**src/rtl/synth_port_map.svh**
```systemverilog
`ifndef SYNTH_PORT_MAP_SVH
`define SYNTH_PORT_MAP_SVH

// Transfer lengths: 8, 16 and 24 select a destination register, 32 selects none
`define LEN_CONFIG 6'd8
`define LEN_REFDIV 6'd16
`define LEN_COUNTER 6'd24
`define LEN_MAX 6'd32

// Field positions and prescaler modulus
`define REF_RATIO_MSB 12
`define REF_MODE_LSB 13
`define SEL_HIGH_BIT 23
`define SEL_LOW_BIT 22
`define MAIN_MSB 17
`define MAIN_LSB 6
`define SWALLOW_MSB 5
`define PORT_BIT 1
`define OUTB_BIT 0
`define PRESCALE 14'd64

// Reset values
`define CONFIG_RST 8'h00
`define REFDIV_RST 16'h0000
`define COUNTER_RST 24'h40_0000

// Staging FIFO shape
`define FIFO_WIDTH 32
`define FIFO_DEPTH 16

`endif

```
**src/rtl/synth_port_pkg.sv**
```systemverilog
package synth_port_pkg;
  typedef enum logic [1:0] {
    SEL_PORT,
    SEL_CASCADE,
    SEL_VCO,
    SEL_REF
  } out_sel_t;

  // One completed transfer: length and bits
  typedef struct packed {
    logic [5:0] len;
    logic [25:0] bits;
  } xfer_t;

  // Serial pins as seen by the port
  typedef struct packed {
    logic data;
    logic sclk;
    logic select_n;
  } serial_pins_t;
endpackage

```
**src/rtl/synth_serial_program_port.sv**
```systemverilog
// Overview of operation
// - MSB first, sampled on shift clock rise
// - 8, 16, 24 clocks pick the register
// - Registers load only one clock after select rising, as the FIFO drains
// - Ratio double-buffered, mode bits load immediately
// - Counter load commits second ratio buffer
// - Empty select pulse also commits ratio buffer
// - No address bits, any register order
// - Half-stage shifter drives data out falling
// - Select high holds port initialized
// - Resync once select high, clock low
// - Counter bits 23:22 choose output mode
// - Reference pulse from 13-bit ratio divider
// - VCO pulse divides by main*64+swallow
// - Output powers up in cascade mode
// - Port mode outputs configuration bit 1
// - Open-drain output follows configuration bit 0
// - Reset drives open-drain output low
`timescale 1ns/1ps
`include "synth_port_map.svh"
module synth_serial_program_port (
  input wire logic i_clk,
  input wire logic i_rst,
  input wire synth_port_pkg::serial_pins_t i_pins,
  input wire logic i_ref_in,
  input wire logic i_rf_in,
  output logic o_multi_out,
  output logic o_open_drain_out,
  output logic o_open_drain_oe_n,
  output logic [7:0] o_config,
  output logic [15:0] o_ref_word,
  output logic [12:0] o_ref_active,
  output logic [23:0] o_counter_word,
  output logic o_xfer_overflow
);
  import synth_port_pkg::*;

  logic sclk_d_ff;
  logic sel_d_ff;
  logic sync_ok_ff;
  logic [25:0] shift_ff;
  logic [5:0] count_ff;
  logic cascade_ff;
  logic [7:0] config_ff;
  logic [15:0] ref_buf_ff;
  logic [12:0] ref_act_ff;
  logic [23:0] counter_ff;
  logic [12:0] ref_cnt_ff;
  logic ref_pulse_ff;
  logic [6:0] pre_cnt_ff;
  logic pre_mod;
  logic [11:0] main_cnt_ff;
  logic [5:0] swal_cnt_ff;
  logic vco_pulse_ff;
  logic multi_ff;
  logic od_ff;
  logic sclk_rise;
  logic sclk_fall;
  logic sel_rise;
  logic sel_fall;
  logic fifo_in_ready;
  logic fifo_valid;
  xfer_t fifo_word;
  xfer_t nxt_word;
  logic [11:0] main_val;
  logic [5:0] swal_val;
  out_sel_t mode_sel;

  // Edge detection on already-synchronous pins
  assign sclk_rise = i_pins.sclk && !sclk_d_ff;
  assign sclk_fall = !i_pins.sclk && sclk_d_ff;
  assign sel_rise = i_pins.select_n && !sel_d_ff;
  assign sel_fall = !i_pins.select_n && sel_d_ff;

  always_ff @(posedge i_clk) begin
    if (i_rst) begin
      sclk_d_ff <= 1'b0;
      sel_d_ff <= 1'b1;
    end else begin
      sclk_d_ff <= i_pins.sclk;
      sel_d_ff <= i_pins.select_n;
    end
  end

  // Select moved while clock high breaks framing until both idle
  always_ff @(posedge i_clk) begin
    if (i_rst) begin
      sync_ok_ff <= 1'b1;
    end else if ((sel_rise || sel_fall) && i_pins.sclk) begin
      sync_ok_ff <= 1'b0;
    end else if (i_pins.select_n && !i_pins.sclk) begin
      sync_ok_ff <= 1'b1;
    end
  end

  // Shift register: count saturates at 63, so counts stay valid through 63 clocks, not beyond
  always_ff @(posedge i_clk) begin
    if (i_rst) begin
      shift_ff <= '0;
      count_ff <= '0;
    end else if (i_pins.select_n) begin
      count_ff <= '0;
    end else if (sclk_rise && sync_ok_ff) begin
      shift_ff <= {shift_ff[24:0], i_pins.data};
      if (count_ff != 6'h3F) begin
        count_ff <= count_ff + 6'd1;
      end
    end
  end

  // Half stage: last bit re-timed to the falling shift clock
  always_ff @(posedge i_clk) begin
    if (i_rst) begin
      cascade_ff <= 1'b0;
    end else if (sclk_fall && !i_pins.select_n) begin
      cascade_ff <= shift_ff[23];
    end
  end

  // Completed transfers queue here; lost only if 16 back up
  assign nxt_word.len = count_ff;
  assign nxt_word.bits = shift_ff;

  xfer_fifo #(
    .WIDTH(`FIFO_WIDTH),
    .DEPTH(`FIFO_DEPTH)
  ) u_fifo (
    .i_clk(i_clk),
    .i_rst(i_rst),
    .i_in_valid(sel_rise && sync_ok_ff),
    .o_in_ready(fifo_in_ready),
    .i_in_data(nxt_word),
    .o_out_valid(fifo_valid),
    .i_out_ready(1'b1),
    .o_out_data(fifo_word)
  );

  always_ff @(posedge i_clk) begin
    if (i_rst) begin
      o_xfer_overflow <= 1'b0;
    end else if (sel_rise && sync_ok_ff && !fifo_in_ready) begin
      o_xfer_overflow <= 1'b1;
    end
  end

  // Register loads happen only as a transfer is drained
  always_ff @(posedge i_clk) begin
    if (i_rst) begin
      config_ff <= `CONFIG_RST;
      ref_buf_ff <= `REFDIV_RST;
      ref_act_ff <= 13'h0000;
      counter_ff <= `COUNTER_RST;
    end else if (fifo_valid) begin
      if (fifo_word.len == `LEN_CONFIG) begin
        config_ff <= fifo_word.bits[7:0];
      end else if (fifo_word.len == `LEN_REFDIV) begin
        ref_buf_ff <= fifo_word.bits[15:0];
      end else if (fifo_word.len == `LEN_COUNTER) begin
        counter_ff <= fifo_word.bits[23:0];
        ref_act_ff <= ref_buf_ff[`REF_RATIO_MSB:0];
      end else if (fifo_word.len == 6'd0) begin
        ref_act_ff <= ref_buf_ff[`REF_RATIO_MSB:0];
      end
      // Any other length loads nothing
    end
  end

  // Reference divider, 13 stages; ratio 1 passes input through
  always_ff @(posedge i_clk) begin
    if (i_rst) begin
      ref_cnt_ff <= '0;
      ref_pulse_ff <= 1'b0;
    end else if (ref_act_ff == 13'h0001) begin
      ref_pulse_ff <= i_ref_in;
    end else if (i_ref_in) begin
      if (ref_cnt_ff + 13'd1 >= ref_act_ff) begin
        ref_cnt_ff <= '0;
        ref_pulse_ff <= 1'b1;
      end else begin
        ref_cnt_ff <= ref_cnt_ff + 13'd1;
        ref_pulse_ff <= 1'b0;
      end
    end else begin
      ref_pulse_ff <= 1'b0;
    end
  end

  // Dual-modulus chain: 65 for swallow cycles, then 64
  assign main_val = counter_ff[`MAIN_MSB:`MAIN_LSB];
  assign swal_val = counter_ff[`SWALLOW_MSB:0];
  assign pre_mod = (swal_cnt_ff != swal_val);

  always_ff @(posedge i_clk) begin
    if (i_rst) begin
      pre_cnt_ff <= '0;
      main_cnt_ff <= '0;
      swal_cnt_ff <= '0;
      vco_pulse_ff <= 1'b0;
    end else begin
      vco_pulse_ff <= 1'b0;
      if (i_rf_in) begin
        // Extra count while swallowing gives main*64+swallow
        // Host must keep main >= swallow or swallowing never ends
        if (pre_cnt_ff >= (pre_mod ? 7'd64 : 7'd63)) begin
          pre_cnt_ff <= '0;
          if (pre_mod) begin
            swal_cnt_ff <= swal_cnt_ff + 6'd1;
          end
          if (main_cnt_ff + 12'd1 >= main_val) begin
            main_cnt_ff <= '0;
            swal_cnt_ff <= '0;
            vco_pulse_ff <= 1'b1;
          end else begin
            main_cnt_ff <= main_cnt_ff + 12'd1;
          end
        end else begin
          pre_cnt_ff <= pre_cnt_ff + 7'd1;
        end
      end
    end
  end

  // Output mode select and registered pins
  assign mode_sel = out_sel_t'({counter_ff[`SEL_HIGH_BIT],
                                counter_ff[`SEL_LOW_BIT]});

  always_ff @(posedge i_clk) begin
    if (i_rst) begin
      multi_ff <= 1'b0;
      od_ff <= 1'b0;
    end else begin
      case (mode_sel)
        SEL_REF: begin
          multi_ff <= ref_pulse_ff;
        end
        SEL_VCO: begin
          multi_ff <= vco_pulse_ff;
        end
        SEL_CASCADE: begin
          multi_ff <= cascade_ff;
        end
        default: begin
          multi_ff <= config_ff[`PORT_BIT];
        end
      endcase
      od_ff <= config_ff[`OUTB_BIT];
    end
  end

  assign o_multi_out = multi_ff;
  assign o_open_drain_out = 1'b0;
  assign o_open_drain_oe_n = od_ff;
  assign o_config = config_ff;
  assign o_ref_word = {ref_buf_ff[15:`REF_MODE_LSB], 13'h0000} |
                      {3'h0, ref_buf_ff[`REF_RATIO_MSB:0]};
  assign o_ref_active = ref_act_ff;
  assign o_counter_word = counter_ff;
endmodule // synth_serial_program_port

```
**src/rtl/xfer_fifo.sv**
```systemverilog
`timescale 1ns/1ps
module xfer_fifo #(
  parameter int WIDTH = 32,
  parameter int DEPTH = 16
) (
  input wire logic i_clk,
  input wire logic i_rst,
  input wire logic i_in_valid,
  output logic o_in_ready,
  input wire logic [WIDTH-1:0] i_in_data,
  output logic o_out_valid,
  input wire logic i_out_ready,
  output logic [WIDTH-1:0] o_out_data
);
  localparam int AW = $clog2(DEPTH);
  logic [WIDTH-1:0] mem_ff [DEPTH];
  logic [AW-1:0] wr_ff;
  logic [AW-1:0] rd_ff;
  logic [AW:0] cnt_ff;
  logic push;
  logic pop;

  // Honest flags from the fill count
  assign o_in_ready = (cnt_ff != (AW+1)'(DEPTH));
  assign o_out_valid = (cnt_ff != '0);
  assign o_out_data = mem_ff[rd_ff];
  assign push = i_in_valid && o_in_ready;
  assign pop = o_out_valid && i_out_ready;

  // Storage written by index
  always_ff @(posedge i_clk) begin
    if (push) begin
      mem_ff[wr_ff] <= i_in_data;
    end
  end

  // Pointers and count
  always_ff @(posedge i_clk) begin
    if (i_rst) begin
      wr_ff <= '0;
      rd_ff <= '0;
      cnt_ff <= '0;
    end else begin
      if (push) begin
        wr_ff <= wr_ff + AW'(1);
      end
      if (pop) begin
        rd_ff <= rd_ff + AW'(1);
      end
      cnt_ff <= cnt_ff + (AW+1)'(push) - (AW+1)'(pop);
    end
  end
endmodule // xfer_fifo
```
**config.mk**
```make
export PLATFORM = sky130hd
export DESIGN_NAME = synth_serial_program_port
export DESIGN_NICKNAME = d
export VERILOG_FILES = /design/src/rtl/synth_port_pkg.sv /design/src/rtl/synth_serial_program_port.sv /design/src/rtl/xfer_fifo.sv
export VERILOG_INCLUDE_DIRS = /design/src /design/src/rtl
export SDC_FILE = /design/constraint.sdc
export NUM_CORES = 1
export LEC_CHECK = 0
export ABC_CLOCK_PERIOD_IN_PS = 4300
export BUFFER_PORTS_ARGS = -buffer_cell sky130_fd_sc_hd__buf_2
export CORE_MARGIN = 2
export CORE_UTILIZATION = 50
export DETAILED_ROUTE_END_ITERATION = 12
export HOLD_SLACK_MARGIN = 0.15
export MAX_ROUTING_LAYER = met4
export PLACE_DENSITY = 0.76
export REMOVE_ABC_BUFFERS = 1
export SYNTH_ARGS = -nofsm -noshare
export SYNTH_HDL_FRONTEND = slang
export SYNTH_SLANG_ARGS = --single-unit
export TNS_END_PERCENT = 50
```
**constraint.sdc**
```tcl
create_clock -name i_clk -period 4.3 [get_ports i_clk]
set_input_delay 0 -clock i_clk [delete_from_list [all_inputs] [get_ports i_clk]]
set_output_delay 0 -clock i_clk [all_outputs]
set_load 0.02 [all_outputs]
```
# Word level (Yosys, flattened, before mapping)
# Memories as Yosys holds them, arrays and structs flattened. A register that Yosys moved wholly into a read port is not among the register bits.
# Cells that the tools add are included.
# Widths: inputs -> output; s select.
[classes]
add_sub_neg = 9
order_cmp = 3
eq_ne = 10
mux = 19
n_bitwise = 7
reduce_logical = 33
[op_table]
columns = ["operator", "n"]
rows = [
  ["$mux 13", 3],
  ["$or 16x13->16", 1],
  ["$mux 7", 2],
  ["$add 13x1->13 const B", 1],
  ["$eq 13x1->1 const B", 1],
  ["$ge 13x13->1", 1],
  ["$add 12x1->12 const B", 1],
  ["$add 6x1->6 const B", 2],
  ["$eq 6x5->1 const B", 2],
  ["$ge 12x12->1", 1],
  ["$mux 12", 1],
  ["$mux 6", 2],
  ["$logic_and 1x1->1", 11],
  ["$reduce_and 2->1", 5],
  ["$add 4x1->4 const B", 2],
  ["$mux 1", 8],
  ["$mux 4", 2],
  ["$reduce_and 4->1", 2],
  ["$add 7x1->7 const B", 1],
  ["$ge 7x7->1", 1],
  ["$eq 6x4->1 const B", 1],
  ["$logic_not 6->1", 1],
  ["$ne 6x6->1", 1],
  ["$ne 6x6->1 const B", 1],
  ["other kinds (14)", 27],
]
[word_totals]
regBits = 153
ramBits = 512
inputBits = 7
out_inout_bits = 65
wordCells = 104
memories = 1
[mem_list]
columns = ["name", "words", "width", "rd", "rd_ports_with_merged_regs", "wr", "line_no", "rtl"]
rows = [
  ["u_fifo.mem_ff", 16, 32, 1, 1, 1, "xfer_fifo.sv:16", "logic [WIDTH-1:0] mem_ff [DEPTH];"],
]

# Longest topological paths before layout
[logic_depth]
depth_word = 6
depth_mapped = 15
depth_no_buf = 13

# Cells and area by module
# Synthesis repeated with hierarchy kept, for this count alone.
[hier_totals]
hier_cells = 1636
hier_area_um2 = 26439.1
[by_module_without_submodules]
columns = ["module", "n_inst", "cells_each", "area_each_um2", "seq_area_each_um2"]
rows = [
  ["xfer_fifo", 1, 893, 20019.2, 15715.1],
  ["synth_serial_program_port", 1, 743, 6419.9, 2802.7],
]

# Worst setup path after synthesis
# Ideal clock, no wire load.
[synth_timing]
path_kind = "register to register"
from = "register u_fifo.cnt_ff[2]"
to = "memory u_fifo.mem_ff[3][0] (enable)"
setup_time_ns = 0.454
arrival_ns = 3.368
t_required_ns = 3.846
slack_ns = 0.478
stages_incl_launch_ff = 7
n_path_buf = 0
period_less_slack_ns = 3.822
cell_sequence = "dfxtp_1 inv_1 ha_1 and4_1 nor2_1 nand2_1 nor3_1"
[synth_between]
elab_chain_len = 4
[synth_lines]
columns = ["element", "line_no", "rtl"]
rows = [
  ["from (decl)", "xfer_fifo.sv:19", "logic [AW:0] cnt_ff;"],
  ["from (signal assigned)", "xfer_fifo.sv:50", "cnt_ff <= cnt_ff + (AW+1)'(push) - (AW+1)'(pop);"],
  ["$ne 5x5->1", "xfer_fifo.sv:24", "assign o_in_ready = (cnt_ff != (AW+1)'(DEPTH));"],
  ["$logic_and 1x1->1", "xfer_fifo.sv:27", "assign push = i_in_valid && o_in_ready;"],
  ["net u_fifo.push", "xfer_fifo.sv:20", "logic push;"],
  ["$mux 1", "xfer_fifo.sv:32", "if (push) begin"],
  ["$mux 1 (implied by the code)", "xfer_fifo.sv:33", "mem_ff[wr_ff] <= i_in_data;"],
  ["to (decl)", "xfer_fifo.sv:16", ""],
]
# The timed path passes the listed nets, and every way through them passes these cells.

# Worst setup path in the final report
[layout_timing]
from = "register ref_cnt_ff[0]"
to = "register ref_cnt_ff[6]"
[layout_between]
elab_chain_len = 3
[layout_lines]
columns = ["element", "line_no", "rtl"]
rows = [
  ["from (decl)", "synth_serial_program_port.sv:48", "logic [12:0] ref_cnt_ff;"],
  ["from (signal assigned)", "synth_serial_program_port.sv:180", "ref_cnt_ff <= ref_cnt_ff + 13'd1;"],
  ["$add 13x1->13 (*)", "synth_serial_program_port.sv:176, synth_serial_program_port.sv:180", ""],
  ["$ge 13x13->1", "synth_serial_program_port.sv:176", "if (ref_cnt_ff + 13'd1 >= ref_act_ff) begin"],
  ["$mux 13 (*)", "synth_serial_program_port.sv:176", ""],
]
# Mark *: on every way between the ends. The rest lies on a longest branch, timed or not.
# A chain may end at the register's enable or synchronous reset.

==> metrics <==
Peak Freq 255 MHz; nature of the critical path startpoint register; main combinational cell family by area after synthesis multiplexers; most common cell after layout, fill and taps aside edfxtp_1; drt wl/cell 24.0 µm; PwrDens 483 nW/µm²; # placed instances 2260; number of synthesized flops with an enable pin 480; number of global-route vias before repair 14388; Final setup violation count 0; Synth cell types 72; Worst-Margin Slew 1.11 ns; Core Region 50300 µm²; worst vdd ir 0.364 mV; Yosys warning count 0; status complete, no violations; CTS clock-pin slew for the worst setup and hold paths 0.07 ns; DR pass1 iterations 5; DR DRC count 0; DRT iter0 DRCs 1477; mux share of post-synthesis cell area 14.2%; first-pass GRT wire length 86300 µm; share of layout cells above drive strength 1 21.9%; simple-gate area share of the yosys netlist 6.73%; leakage 9.86 nW; clock buffer depth 3; Worst slew margin 25.8%; most area-consuming cells after synthesis edfxtp_1 (56%), dfxtp_1 (12%), mux4_2 (11%); ys async rst share 0%; n_diodes 0; Final Non-Filler Cells 2379; Worst Skew 0.0221 ns; post-synth top area share 56.5%; Hold Crit Class primary input to register; Final ANT Viol Nets 0; fin nets 1716; r2r endpoint ref_cnt_ff[6]; PortBufs 70; Final Cycle Share 91.1%; max-cap viol count 0; crit end category register; most common flop cell mapped by yosys edfxtp_1; DR vias 14087; Critical R2R Launch ref_cnt_ff[0]; Synth area leader edfxtp_1; final hold violations 0; CTS tree yes; Slew Viols, Final 0; Hold Crit Endpoint sclk_d_ff; Period minus WS final 3.92 ns; register area share after synthesis 68.7%; gp weighted congestion 0.843; routed wire length 57200 µm; initial antenna violation count 1; H-tree depth 2; Setup WS pre-CTS 0.663 ns; Post-Syn Area 25500 µm²; vias per cell 5.92; hold path depth 4; arrival time worst endpoint 4.42 ns; cell count after synthesis 1561; row count 82; sequential standard cell area 17500 µm²; Synth Register Bits 635; fillers 3720; Layout Area Growth over Synthesis 12.9%; RSZ-0062 raised after global routing no; worst r2r path cells 13; CTS Sinks 635; mean post-synth cell area 16.3 µm²; R2R Setup Slk 0.38 ns; Worst-Skew Late Latency 0.62 ns; PnR worst setup slack 0.381 ns; Die H 230 µm; Die W 230 µm; CTS buffer count 57; Starting Density 50.8%; pin count of the biggest net entering global routing 63; Overflow after GRT 0; hold path start i_pins[1]; Setup Crit Path Kind register to register; io pins 72; Synth Area in Compound Gates 4.22%; multi-input logic area 7550 µm²; post-DP HPWL 32100 µm; CP max FO 16; commonest non-fill, non-tap cells in the layout edfxtp_1 (480), nand2_1 (154), dfxtp_1 (151), mux4_2 (122), buf_2 (70); hold_ws 0.244 ns; Die Area 52900 µm²; Tot GR Track Use 22.5%; root buf cell clkbuf_16; XOR/XNOR Fraction of Synth Area 1.48%; CP required 4.80 ns; Adder-Cell Fraction of Synth Area 2.48%
==> worst max-delay path: stages, from the launching register on <==
cell           delay [ns]
dfxtp_1              0.40
ha_1                 0.27
and3_1               0.20
nand3_1              0.18
or2_2                0.37
and2_1               0.17
or2_2                0.29
ha_1                 0.29
nand4_1              0.13
or3_1                0.38
and4_2               0.34
nand4_1              0.13
a31oi_1              0.09
dlygate4sd3_1        0.57
==> sequential cells by signal, indices dropped and copies added, names as in the netlist, 8 cells and up, named ones only <==
| signal | count |
|---|---|
| o_ref_active | 13 |
| u_fifo.mem_ff | 480 |
| main_cnt_ff | 12 |
| ref_buf_ff | 16 |
| o_counter_word | 24 |
| o_config | 8 |
| shift_ff | 24 |
| ref_cnt_ff | 13 |
==> cell usage after synthesis, types with 4 or more instances <==
master      n
a211oi_1    8
a21o_1      8
a21oi_1    52
a22o_1     10
a31o_2      8
a31oi_1     6
a41oi_1     4
and3_1     10
buf_1       7
buf_2      19
buf_4       4
buf_6       4
clkbuf_1   42
dfxtp_1   155
edfxtp_1  480
ha_1       49
inv_1      47
mux2i_1    63
mux4_1      8
mux4_2    122
nand2_1   154
nand2b_1    8
nand3_1    15
nand3b_1    4
nand4_1    15
nor2_1     75
nor2b_1     7
nor3_1     19
nor3b_1     4
nor4_1      6
nor4b_1     4
o211ai_1    5
o21a_1      6
o21ai_0    13
o311a_1     6
o31ai_1     7
or2_2       6
or4_1       6
xnor2_1    15
xor2_1     28
==> through the flow <==
stage          total power [mW]  setup TNS, ns  util (%)  cell area (µm²)
4_1_cts                    14.0              0      57.2            28800
3_3_place_gp               8.72              0      53.2            26700
2_1_floorplan              8.35        -158.21         -            25100
5_1_grt                    14.4              0      57.3            28800
6_report                   13.9              0      57.3            28800
3_5_place_dp               8.76              0      53.2            26700
==> logic make-up after synthesis <==
kind of cell    after synthesis
flops                       635
mux                         196
fa+ha+maj                    50
other cells                   1
simple gates                357
xor+xnor                     43
buf+inv                     125
compound gates              154
==> worst max path at each step <==
stage	startpoint	endpoint	slack, ns
floorplan	register	o_config[0]	-3.20
global placement	ref_cnt_ff[0]	ref_cnt_ff[11]	0.75
detailed placement	ref_cnt_ff[0]	ref_cnt_ff[8]	0.66
CTS	ref_cnt_ff[0]	ref_cnt_ff[6]	0.30
global route	ref_cnt_ff[0]	ref_cnt_ff[6]	0.08
finish	ref_cnt_ff[0]	ref_cnt_ff[6]	0.38
==> report_power, final <==
part | internal, mW | switching (mW) | total (mW) | leakage (nW)
Combinational | 0.861 | 0.949 | 1.81 | 3.25
Sequential | 6.59 | 0.217 | 6.81 | 5.64
Clock | 3.05 | 2.25 | 5.30 | 0.965
==> metal layers <==
metal / up-vias / share of wire (%) / wire, µm / global-route usage (%)
met3: 119 / 8.0 / 4550 / 3.86
li1: 6247 / - / - / -
met4: 0 / 2.7 / 1520 / 6.71
met5: - / 0 / 0 / -
met2: 624 / 50 / 28600 / 37.3
met1: 7097 / 39 / 22500 / 28.5
==> layout make-up <==
class	count	share of cell area, %
Sequential cell	635	60.8
Clock inverter	33	1.43
Multi-Input combinational cell	801	26.2
Inverter	47	0.612
Timing Repair Buffer	117	2.55
Clock buffer	74	5.42
Tap cell	672	2.92
==> what timing repair did <==
item                       in CTS  in global routing
resized for setup               0                  1
hold endpoints to repair       66                  0
setup buffers                   0                  4
hold buffers                    8                  0
setup endpoints to repair       0                  1
Power figures use the tool's default switching activity.
